--- src/logic/lpo_pkg.sv ---
/*
 * Shared constants, types and helper functions of the LVDS pixel output
 * formatter with its strap and repeater configuration.
 * Assumes one 50 MHz system clock and pins that are synchronised inside lpo_top.
 */
package lpo_pkg;

	// ----------------------------------------------------------------
	// Timing
	// ----------------------------------------------------------------
	localparam int CLK_MHZ           = 50;
	localparam int PCLK_NORM_MIN_MHZ = 15;
	localparam int PCLK_NORM_MAX_MHZ = 85;
	localparam int PCLK_LF_MIN_MHZ   = 5;
	localparam logic [7:0] NORM_MAX_PER_CYC =
		8'((CLK_MHZ + PCLK_NORM_MIN_MHZ - 1) / PCLK_NORM_MIN_MHZ);
	localparam logic [7:0] LF_MAX_PER_CYC =
		8'((CLK_MHZ + PCLK_LF_MIN_MHZ - 1) / PCLK_LF_MIN_MHZ);
	localparam logic [7:0] LF_MIN_PER_CYC = 8'(CLK_MHZ / PCLK_NORM_MIN_MHZ);
	localparam logic [2:0] STRAP_SETTLE_CYC = 3'h4;

	// ----------------------------------------------------------------
	// Frame layout
	// ----------------------------------------------------------------
	localparam int BITS_PER_LANE = 7;
	localparam int DATA_LANES    = 4;
	localparam int FRAME_BITS    = 28;
	localparam int PIXEL_W       = 27;
	localparam logic [6:0] CLK_LANE_PATTERN = 7'h63;
	localparam logic [2:0] LINE_MULT_NORMAL = 3'h1;
	localparam logic [2:0] LINE_MULT_LF     = 3'h4;
	localparam logic [3:0] MODE_BACKWARD_COMPAT_CODE   = 4'h8;

	// ----------------------------------------------------------------
	// Synchronised pin vector positions and reset values
	// ----------------------------------------------------------------
	localparam int SYNC_W   = 12;
	localparam int PIN_PCLK = 0;
	localparam int PIN_MAP  = 1;
	localparam int PIN_LF   = 2;
	localparam int PIN_MODE = 3;
	localparam int PIN_USCL = 7;
	localparam int PIN_USDA = 8;
	localparam int PIN_DSCL = 9;
	localparam int PIN_DSDA = 10;
	localparam int PIN_INT  = 11;
	localparam logic [11:0] SYNC_RST = 12'hf80;

	typedef enum logic {SER_IDLE, SER_SHIFT} lpo_ser_t;
	typedef enum logic [1:0] {I2C_IDLE, I2C_START, I2C_ADDR, I2C_DATA} lpo_i2c_t;

	// Returns {repeater, backward_compat, audio_port_b, long_cable}.
	function automatic logic [3:0] lpo_decode_mode(input logic [3:0] code);
		logic [3:0] f;
		f = 4'h0;
		if (code == MODE_BACKWARD_COMPAT_CODE) begin
			f = 4'h4;
		end else if (code < MODE_BACKWARD_COMPAT_CODE) begin
			f = {code[1], 1'b0, code[0], code[2]};
		end
		return f;
	endfunction : lpo_decode_mode

	// Pixel is {red[7:0], green[7:0], blue[7:0], hsync, vsync, de}.
	function automatic logic [27:0] lpo_build_frame(input logic [26:0] pix,
		input logic map_msb, input logic d18);
		logic [7:0] r;
		logic [7:0] g;
		logic [7:0] b;
		logic [5:0] r6;
		logic [5:0] g6;
		logic [5:0] b6;
		logic [5:0] lo3;
		logic [6:0] lane3;
		r     = pix[26:19];
		g     = pix[18:11];
		b     = pix[10:3];
		r6    = (map_msb && !d18) ? r[5:0] : r[7:2];
		g6    = (map_msb && !d18) ? g[5:0] : g[7:2];
		b6    = (map_msb && !d18) ? b[5:0] : b[7:2];
		lo3   = map_msb ? {r[7:6], g[7:6], b[7:6]} : {r[1:0], g[1:0], b[1:0]};
		lane3 = d18 ? 7'h00 : {lo3, 1'b0};
		return {lane3, pix[0], pix[1], pix[2], b6[5:2], b6[1:0], g6[5:1], g6[0], r6};
	endfunction : lpo_build_frame

endpackage : lpo_pkg

--- src/logic/lpo_fifo.sv ---
/*
 * Small shift-register FIFO with valid and ready on both sides.
 * Assumes one clock; the head word and both flags come from registers.
 */
`timescale 1ns/100ps
module lpo_fifo #(
	parameter int WIDTH = 27,
	parameter int DEPTH = 8
) (
	input  wire logic             clk_i,
	input  wire logic             rst_n_i,
	input  wire logic [WIDTH-1:0] in_data_i,
	input  wire logic             in_valid_i,
	output logic                  in_ready_o,
	output logic [WIDTH-1:0]      out_data_o,
	output logic                  out_valid_o,
	input  wire logic             out_ready_i
);
	localparam int CW = $clog2(DEPTH + 1);

	logic [WIDTH-1:0] mem [DEPTH];
	logic [CW-1:0]    count;
	logic [CW-1:0]    next_count;
	logic             push;
	logic             pop;

	assign push       = in_valid_i && in_ready_o;
	assign pop        = out_ready_i && out_valid_o;
	assign out_data_o = mem[0];

	always_comb begin
		next_count = count;
		if (push && !pop) begin
			next_count = count + CW'(1);
		end else if (pop && !push) begin
			next_count = count - CW'(1);
		end
	end

	always_ff @(posedge clk_i or negedge rst_n_i) begin
		if (!rst_n_i) begin
			count       <= '0;
			in_ready_o  <= 1'b1;
			out_valid_o <= 1'b0;
		end else begin
			count       <= next_count;
			in_ready_o  <= next_count < CW'(DEPTH);
			out_valid_o <= next_count != '0;
		end
	end

	// Entries move towards the head on a pop; a push lands behind the last.
	always_ff @(posedge clk_i or negedge rst_n_i) begin
		if (!rst_n_i) begin
			for (int i = 0; i < DEPTH; i++) begin
				mem[i] <= '0;
			end
		end else begin
			for (int i = 0; i < DEPTH; i++) begin
				if (push && (CW'(i) == (pop ? count - CW'(1) : count))) begin
					mem[i] <= in_data_i;
				end else if (pop) begin
					mem[i] <= (i == DEPTH - 1) ? '0 : mem[i + 1];
				end
			end
		end
	end

endmodule : lpo_fifo

--- src/logic/lpo_top.sv ---
/*
 * LVDS pixel output formatter: buffers pixels, serialises one frame per
 * pixel clock on four data lanes and a clock lane, decodes straps and
 * forwards control bus and interrupt in repeater operation.
 * Assumes pixels arrive on clk_i; straps, pixel clock and bus pins are
 * asynchronous; rst_n_i is the active-low power-down input.
 */
`timescale 1ns/100ps
module lpo_top
	import lpo_pkg::*;
#(
	parameter int BIT_DIV    = 1,
	parameter int FIFO_DEPTH = 8
) (
	input  wire logic               clk_i,
	input  wire logic               rst_n_i,
	input  wire logic [PIXEL_W-1:0] pix_data_i,
	input  wire logic               pix_valid_i,
	output logic                    pix_ready_o,
	input  wire logic               pixel_clk_i,
	input  wire logic               color_map_strap_i,
	input  wire logic               color_map_reg_i,
	input  wire logic               color_map_reg_en_i,
	input  wire logic               color_depth_18_i,
	input  wire logic               low_freq_strap_i,
	input  wire logic               low_freq_reg_i,
	input  wire logic               low_freq_reg_en_i,
	input  wire logic [3:0]         mode_sel_code_i,
	input  wire logic               cfg_reg_en_i,
	input  wire logic               repeat_reg_i,
	input  wire logic               backward_compat_reg_i,
	input  wire logic               audio_port_b_reg_i,
	input  wire logic               long_cable_reg_i,
	input  wire logic               alias_enable_i,
	input  wire logic [6:0]         alias_xor_i,
	input  wire logic               up_scl_i,
	output logic                    up_scl_o,
	output logic                    up_scl_oe_n_o,
	input  wire logic               up_sda_i,
	output logic                    up_sda_o,
	output logic                    up_sda_oe_n_o,
	input  wire logic               dn_scl_i,
	output logic                    dn_scl_o,
	output logic                    dn_scl_oe_n_o,
	input  wire logic               dn_sda_i,
	output logic                    dn_sda_o,
	output logic                    dn_sda_oe_n_o,
	input  wire logic               interrupt_in_n_i,
	output logic                    interrupt_out_n_o,
	output logic                    interrupt_out_oe_n_o,
	output logic [DATA_LANES-1:0]   lvds_data_lanes_o,
	output logic                    lvds_clock_out_o,
	output logic                    color_map_select_o,
	output logic                    low_freq_mode_o,
	output logic                    repeater_mode_o,
	output logic                    backward_compat_o,
	output logic                    audio_port_b_select_o,
	output logic                    long_cable_mode_o,
	output logic [2:0]              line_rate_mult_o,
	output logic                    pclk_out_of_range_o
);

	// ----------------------------------------------------------------
	// Pin synchronisers
	// ----------------------------------------------------------------
	logic [SYNC_W-1:0] pin_raw;
	logic [SYNC_W-1:0] sync_a;
	logic [SYNC_W-1:0] sync_b;
	logic [SYNC_W-1:0] sync_c;
	logic [SYNC_W-1:0] pins_s;
	logic [SYNC_W-1:0] agree;

	assign pin_raw = {interrupt_in_n_i, dn_sda_i, dn_scl_i, up_sda_i, up_scl_i,
		mode_sel_code_i, low_freq_strap_i, color_map_strap_i, pixel_clk_i};
	assign agree   = ~(sync_b ^ sync_c);

	always_ff @(posedge clk_i or negedge rst_n_i) begin
		if (!rst_n_i) begin
			sync_a <= SYNC_RST;
			sync_b <= SYNC_RST;
			sync_c <= SYNC_RST;
			pins_s <= SYNC_RST;
		end else begin
			sync_a <= pin_raw;
			sync_b <= sync_a;
			sync_c <= sync_b;
			pins_s <= (agree & sync_c) | (~agree & pins_s);
		end
	end

	// ----------------------------------------------------------------
	// Strap capture and configuration
	// ----------------------------------------------------------------
	logic [2:0] cap_cnt;
	logic       cfg_taken;
	logic [3:0] strap_mode;
	logic       strap_map;
	logic       lf_mode;
	logic [3:0] cfg_flags;

	assign cfg_flags = cfg_reg_en_i ?
		{repeat_reg_i, backward_compat_reg_i, audio_port_b_reg_i, long_cable_reg_i} :
		strap_mode;

	// Straps are caught once the synchroniser has settled after power-down.
	always_ff @(posedge clk_i or negedge rst_n_i) begin
		if (!rst_n_i) begin
			cap_cnt    <= 3'h0;
			cfg_taken  <= 1'b0;
			strap_mode <= 4'h0;
			strap_map  <= 1'b0;
			lf_mode    <= 1'b0;
		end else if (!cfg_taken) begin
			cap_cnt <= cap_cnt + 3'h1;
			if (cap_cnt == STRAP_SETTLE_CYC) begin
				cfg_taken  <= 1'b1;
				strap_mode <= lpo_decode_mode(pins_s[PIN_MODE +: 4]);
				strap_map  <= pins_s[PIN_MAP];
				lf_mode    <= low_freq_reg_en_i ? low_freq_reg_i : pins_s[PIN_LF];
			end
		end
	end

	always_ff @(posedge clk_i or negedge rst_n_i) begin
		if (!rst_n_i) begin
			color_map_select_o    <= 1'b0;
			low_freq_mode_o       <= 1'b0;
			repeater_mode_o       <= 1'b0;
			backward_compat_o     <= 1'b0;
			audio_port_b_select_o <= 1'b0;
			long_cable_mode_o     <= 1'b0;
			line_rate_mult_o      <= LINE_MULT_NORMAL;
		end else if (cfg_taken) begin
			color_map_select_o    <= color_map_reg_en_i ? color_map_reg_i : strap_map;
			low_freq_mode_o       <= lf_mode;
			repeater_mode_o       <= cfg_flags[3];
			backward_compat_o     <= cfg_flags[2];
			audio_port_b_select_o <= cfg_flags[1];
			long_cable_mode_o     <= cfg_flags[0];
			line_rate_mult_o      <= (lf_mode && !cfg_flags[2]) ? LINE_MULT_LF :
				LINE_MULT_NORMAL;
		end
	end

	// ----------------------------------------------------------------
	// Pixel buffer
	// ----------------------------------------------------------------
	logic [PIXEL_W-1:0] fifo_data;
	logic               fifo_valid;
	logic               pclk_prev;
	logic               pclk_rise;

	assign pclk_rise = pins_s[PIN_PCLK] && !pclk_prev;

	lpo_fifo #(
		.WIDTH (PIXEL_W),
		.DEPTH (FIFO_DEPTH)
	) u_fifo (
		.clk_i       (clk_i),
		.rst_n_i     (rst_n_i),
		.in_data_i   (pix_data_i),
		.in_valid_i  (pix_valid_i),
		.in_ready_o  (pix_ready_o),
		.out_data_o  (fifo_data),
		.out_valid_o (fifo_valid),
		.out_ready_i (pclk_rise)
	);

	// ----------------------------------------------------------------
	// Frame serialiser
	// ----------------------------------------------------------------
	logic [7:0]            div_cnt;
	logic                  bit_en;
	lpo_ser_t              ser_state;
	logic [2:0]            bit_idx;
	logic [FRAME_BITS-1:0] frame;
	logic [FRAME_BITS-1:0] next_frame;

	assign bit_en     = div_cnt == 8'(BIT_DIV - 1);
	assign next_frame = lpo_build_frame(fifo_valid ? fifo_data : '0,
		color_map_select_o, color_depth_18_i);

	always_ff @(posedge clk_i or negedge rst_n_i) begin
		if (!rst_n_i) begin
			div_cnt <= 8'h00;
		end else if (pclk_rise || bit_en) begin
			div_cnt <= 8'h00;
		end else begin
			div_cnt <= div_cnt + 8'h01;
		end
	end

	// An empty buffer still yields a frame, sent blank with data enable low.
	always_ff @(posedge clk_i or negedge rst_n_i) begin
		if (!rst_n_i) begin
			pclk_prev         <= 1'b0;
			ser_state         <= SER_IDLE;
			bit_idx           <= 3'h0;
			frame             <= '0;
			lvds_data_lanes_o <= '0;
			lvds_clock_out_o  <= 1'b0;
		end else begin
			pclk_prev <= pins_s[PIN_PCLK];
			case (ser_state)
				SER_IDLE: begin
					if (pclk_rise) begin
						frame     <= next_frame;
						ser_state <= SER_SHIFT;
						bit_idx   <= 3'h5;
						for (int l = 0; l < DATA_LANES; l++) begin
							lvds_data_lanes_o[l] <= next_frame[l * BITS_PER_LANE + 6];
						end
						lvds_clock_out_o <= CLK_LANE_PATTERN[6];
					end
				end
				SER_SHIFT: begin
					if (pclk_rise) begin
						frame   <= next_frame;
						bit_idx <= 3'h5;
						for (int l = 0; l < DATA_LANES; l++) begin
							lvds_data_lanes_o[l] <= next_frame[l * BITS_PER_LANE + 6];
						end
						lvds_clock_out_o <= CLK_LANE_PATTERN[6];
					end else if (bit_en) begin
						for (int l = 0; l < DATA_LANES; l++) begin
							lvds_data_lanes_o[l] <= frame[l * BITS_PER_LANE + int'(bit_idx)];
						end
						lvds_clock_out_o <= CLK_LANE_PATTERN[bit_idx];
						if (bit_idx == 3'h0) begin
							ser_state <= SER_IDLE;
						end else begin
							bit_idx <= bit_idx - 3'h1;
						end
					end
				end
				default: begin
					ser_state <= SER_IDLE;
				end
			endcase
		end
	end

	// ----------------------------------------------------------------
	// Pixel clock range monitor
	// ----------------------------------------------------------------
	logic [7:0] per_cnt;
	logic [7:0] per_meas;
	logic       rise_seen;

	assign per_meas = per_cnt + 8'h01;

	always_ff @(posedge clk_i or negedge rst_n_i) begin
		if (!rst_n_i) begin
			per_cnt             <= 8'h00;
			rise_seen           <= 1'b0;
			pclk_out_of_range_o <= 1'b0;
		end else if (pclk_rise) begin
			per_cnt   <= 8'h00;
			rise_seen <= 1'b1;
			if (rise_seen) begin
				if (low_freq_mode_o) begin
					pclk_out_of_range_o <= (per_meas > LF_MAX_PER_CYC) ||
						(per_meas < LF_MIN_PER_CYC);
				end else begin
					pclk_out_of_range_o <= per_meas > NORM_MAX_PER_CYC;
				end
			end
		end else if (per_cnt != 8'hff) begin
			per_cnt <= per_cnt + 8'h01;
		end
	end

	// ----------------------------------------------------------------
	// Control bus forwarding
	// ----------------------------------------------------------------
	lpo_i2c_t   i2c_state;
	logic [2:0] addr_bit;
	logic       u_scl_prev;
	logic       u_sda_prev;
	logic       u_scl;
	logic       u_sda;
	logic       d_scl;
	logic       d_sda;
	logic       alias_bit;
	logic       fwd;
	logic [3:0] line_lvl;
	logic [3:0] line_oe_n;
	logic [3:0] line_free;
	logic [3:0] echo_wait;

	assign u_scl     = pins_s[PIN_USCL];
	assign u_sda     = pins_s[PIN_USDA];
	assign d_scl     = pins_s[PIN_DSCL];
	assign d_sda     = pins_s[PIN_DSDA];
	assign fwd       = repeater_mode_o;
	assign alias_bit = alias_enable_i && (i2c_state == I2C_ADDR) &&
		alias_xor_i[3'h6 - addr_bit];
	assign up_scl_o  = 1'b0;
	assign up_sda_o  = 1'b0;
	assign dn_scl_o  = 1'b0;
	assign dn_sda_o  = 1'b0;
	assign interrupt_out_n_o = 1'b0;
	assign line_lvl  = {d_sda, d_scl, u_sda, u_scl};
	assign line_oe_n = {dn_sda_oe_n_o, dn_scl_oe_n_o, up_sda_oe_n_o, up_scl_oe_n_o};
	assign line_free = line_oe_n & ~echo_wait;

	// A released line is ignored until its synchronised level reads high again,
	// so the delayed view of our own low is never passed back across.
	always_ff @(posedge clk_i or negedge rst_n_i) begin
		if (!rst_n_i) begin
			echo_wait <= 4'h0;
		end else begin
			echo_wait <= ~line_oe_n | (echo_wait & ~line_lvl);
		end
	end

	// The address phase is tracked so that its bits can be remapped.
	always_ff @(posedge clk_i or negedge rst_n_i) begin
		if (!rst_n_i) begin
			i2c_state  <= I2C_IDLE;
			addr_bit   <= 3'h0;
			u_scl_prev <= 1'b1;
			u_sda_prev <= 1'b1;
		end else begin
			u_scl_prev <= u_scl;
			u_sda_prev <= u_sda;
			if (u_scl && u_sda_prev && !u_sda) begin
				i2c_state <= I2C_START;
				addr_bit  <= 3'h0;
			end else if (u_scl && !u_sda_prev && u_sda) begin
				i2c_state <= I2C_IDLE;
			end else if (u_scl_prev && !u_scl) begin
				case (i2c_state)
					I2C_START: i2c_state <= I2C_ADDR;
					I2C_ADDR: begin
						if (addr_bit == 3'h6) begin
							i2c_state <= I2C_DATA;
						end else begin
							addr_bit <= addr_bit + 3'h1;
						end
					end
					I2C_DATA: i2c_state <= I2C_DATA;
					I2C_IDLE: i2c_state <= I2C_IDLE;
					default:  i2c_state <= I2C_IDLE;
				endcase
			end
		end
	end

	// A side is pulled low only when the low level is not our own echo, or when an aliased address bit inverts the down data line.
	always_ff @(posedge clk_i or negedge rst_n_i) begin
		if (!rst_n_i) begin
			up_scl_oe_n_o        <= 1'b1;
			up_sda_oe_n_o        <= 1'b1;
			dn_scl_oe_n_o        <= 1'b1;
			dn_sda_oe_n_o        <= 1'b1;
			interrupt_out_oe_n_o <= 1'b1;
		end else begin
			dn_scl_oe_n_o <= !(fwd && !u_scl && line_free[0]);
			up_scl_oe_n_o <= !(fwd && !d_scl && line_free[2]);
			dn_sda_oe_n_o <= !(fwd && ((!u_sda && line_free[1]) ^ alias_bit));
			up_sda_oe_n_o <= !(fwd && !d_sda && line_free[3] && i2c_state != I2C_ADDR);
			interrupt_out_oe_n_o <= !(fwd && !pins_s[PIN_INT]);
		end
	end

endmodule : lpo_top

--- config.mk ---
export PLATFORM = sky130hd
export DESIGN_NAME = lpo_top
export DESIGN_NICKNAME = d
export VERILOG_FILES = /design/src/logic/lpo_pkg.sv /design/src/logic/lpo_fifo.sv /design/src/logic/lpo_top.sv
export SDC_FILE = /design/constraint.sdc
export NUM_CORES = 1
export LEC_CHECK = 0
export BUFFER_PORTS_ARGS = -buffer_cell sky130_fd_sc_hd__buf_2
export CAP_MARGIN = 30
export CORE_MARGIN = 5
export CORE_UTILIZATION = 40
export CTS_BUF_LIST = sky130_fd_sc_hd__clkbuf_4
export CTS_CLUSTER_DIAMETER = 60
export DETAILED_ROUTE_END_ITERATION = 8
export PLACE_DENSITY_LB_ADDON = 0.12
export SLEW_MARGIN = 20
export SYNTH_ARGS = -nofsm -noshare
export SYNTH_HDL_FRONTEND = slang
export SYNTH_SLANG_ARGS = --single-unit
--- constraint.sdc ---
create_clock -name clk_i -period 3.4 [get_ports clk_i]
set_input_delay 0.51 -clock clk_i [delete_from_list [all_inputs] [get_ports clk_i]]
set_output_delay 0.51 -clock clk_i [all_outputs]
set_load 0.1 [all_outputs]
==> results.ini <==
[clock_tree]
cts_setup_buffers = 0
cts_buffers = 99
clockBufferDepth = 3
hold_buffers = 47
cts_resized = 0
cts.htree.levels = 3
worst_skew_pair.late_latency_ns = 0.82
root_buffer = clkbuf_4
cts_tree = done
path_clk_slew_ns = 0.06
cts.sinks = 359

[power_and_ir_drop]
power_switching_mw = 5.15
switching_share = 0.339
seqPwrFrac = 0.430
power.clock.fraction = 0.271
p_per_area_nw_per_um2 = 771
ir_drop_mv = 0.306
internal_power_mw = 10.0
leakage_nw = 9.55
combinationalPowerShare = 0.299

[floorplan]
initial_core_util = 0.403
row_count = 75
die_w_um = 215
core_area_um2 = 41900
ios = 86
dieHeight_um = 215
dieArea_um2 = 46400

[finish]
fin_nets = 1937
area_delta_synth_final_pct = 16.6
finalNonFillerCells = 2481
regArea_um2 = 9020
drive_above_1_share = 0.234
fillCellCount = 4062
multi_input_area_um2 = 7300
final_area_um2 = 19700

[synth]
yosysWarnings = 0
syn_avg_cell_area_um2 = 9.92
syn_area_um2 = 16900
synth_edf_count = 0
synth_cell_type_count = 62
synthArstFlopShare = 1.00
synth_cells = 1701
ys_seq_elements = 359
ys_seq_area_frac = 0.535
synth_ff_type = dfrtp_1

[placed_design]
post-place-ws_ns = 0.583
place_inst = 2250
hpwl_um = 24800
io_buffer_count = 79
place_area_um2 = 17800
place_congestion = 0.837

[timing]
finalHoldViolCount = 0
fin_setup_tns_ns = 0
fin_crit_ns = 2.82
tightestPinTransition_ns = 0.976
whs_ns = 0.105
setup_ws_ns = 0.584
fin_skew_ns = 0.0624
max_slew_margin = 0.349
fmax_ghz = 0.355
rsz0062_at_grt = false
setup_violations = 0
fin_crit_sh = 0.828
drv_slew = 0

[global_route]
grt.met1_usage = 0.253
grt_pass1_wl_um = 66500
antenna_found_initial = 2
grt_max_degree = 157
grt_pass1_vias = 12404
overflow = 0
grt_use_met3 = 0.0383
grt_usage = 0.172
busiest_layer = met2
use_met2 = 0.256

[route]
vias = 12289
drc = 0
first_pass_iters = 5
drt_iter0_drc = 867
wl_um = 39200
avgRoutedWirePerCell_um = 15.8
ant_nets = 0
via_per_inst = 4.95

[critical_path]
start_kind = flop
crit_fanout = 20
crit_type = flop to flop
critPathCaptureType = flop
crit_required_ns = 4.06
cp.arrival_ns = 3.47

[run_status]
status = completed

[hold_path]
worstHoldPathType = input pin to flop

[job]
drv_cap = 0

## synth_stat cells, drive strengths merged (3+ instances only)
cell | instances | area share
ha | 18 | 0.013
nand2 | 601 | 0.13
mux2i | 36 | 0.021
nand3 | 19 | 0.0056
inv | 21 | 0.0047
xor2 | 9 | 0.0047
and3 | 8 | 0.0030
maj3 | 12 | 0.0071
mux4 | 11 | 0.015
clkbuf | 76 | 0.017
buf | 32 | 0.015
dfstp | 29 | 0.045
a21oi | 13 | 0.0039
o21a | 4 | 0.0022
nand2b | 9 | 0.0033
mux2 | 116 | 0.095
a31oi | 84 | 0.031
and2 | 4 | 0.0015
o211ai | 6 | 0.0054
nor3 | 8 | 0.0024
nor2 | 114 | 0.025
a21o | 3 | 0.0013
xnor2 | 15 | 0.0078
nor2b | 6 | 0.0022
o21ai | 79 | 0.023
or3 | 3 | 0.0011
dfrtp | 330 | 0.49
## critical path: stages (launching register included)
cell and delay, ns:
dfrtp_1 0.54, inv_1 0.16, ha_1 0.30, o21a_4 0.25, o32ai_4 0.37, and3_2 0.48, buf_12 0.25, mux2_2 0.35
## metal layers
| metal | vias up | share of wire |
|---|---|---|
| met5 | - | 0 |
| met4 | 0 | 0.019 |
| met3 | 66 | 0.047 |
| met2 | 255 | 0.44 |
| met1 | 5916 | 0.49 |
| li1 | 6052 | - |
## logic make-up after synthesis
logic type | share of synthesized area
xor+xnor | 0.0125
flops | 0.535
buf+inv | 0.0365
mux | 0.131
fa+ha+maj | 0.0205
compound gates | 0.0784
simple gates | 0.186
other cells | 0.000222
## cell type report
type                       count  area share
antenna                        2    0.000254
clock buffer                 162      0.0618
clock inverter                20     0.00770
inverter                      21     0.00401
multi-input combinational   1218       0.371
sequential                   359       0.459
tap                          539      0.0343
timing repair buffer         160      0.0623
## registers in the layout (all words and copies together) (netlist names), 8 cells and up, named ones only
| register | flops |
|---|---|
| u_fifo.mem | 189 |
| frame | 27 |
| u_fifo.out_data_o | 27 |
| sync_a | 12 |
| sync_b | 12 |
| sync_c | 12 |
| div_cnt | 8 |
| per_cnt | 8 |
## final timing paths
path / cells past startpoint / to / slack [ns] / start
min: 3 / color_map_select_o / 0.10 / color_map_reg_en_i
min in group asynchronous: 2 / line_rate_mult_o[2] / 0.36 / rst_n_i
max: 7 / u_fifo.out_data_o[26] / 0.58 / u_fifo.count[0]
max in group asynchronous: 3 / u_fifo.mem[83] / 2.18 / rst_n_i
min reg2reg: 0 / sync_b[1] / 0.34 / sync_a[1]
max reg2reg: 7 / u_fifo.out_data_o[26] / 0.58 / u_fifo.count[0]
## metrics by stage
step,power [mW],util
floorplan,10.0,-
global placement,11.0,0.425
detailed placement,11.1,0.426
CTS,15.4,0.470
global route,16.3,0.470
finish,15.2,0.470
## power by group through the flow
stage / Clock [mW] / Sequential, mW / Combinational (mW)
floorplan: 0 / 6.63 / 3.37
global placement: 0 / 6.57 / 4.41
detailed placement: 0 / 6.60 / 4.52
CTS: 4.31 / 6.52 / 4.59
global route: 4.57 / 6.70 / 5.05
finish: 4.12 / 6.52 / 4.53
## placed cells by master, fill, tap and decap left out, types with 36 or more instances in the layout
cell type and n:
mux2_4 80, nand2_1 601, dfrtp_1 330, clkbuf_4 162, dlygate4sd3_1 47, mux2_2 36, nor2_1 114, o21ai_0 76
mux2i_1 36, a31oi_1 84, buf_2 78
No activity file was read; power rests on OpenSTA's default activity.
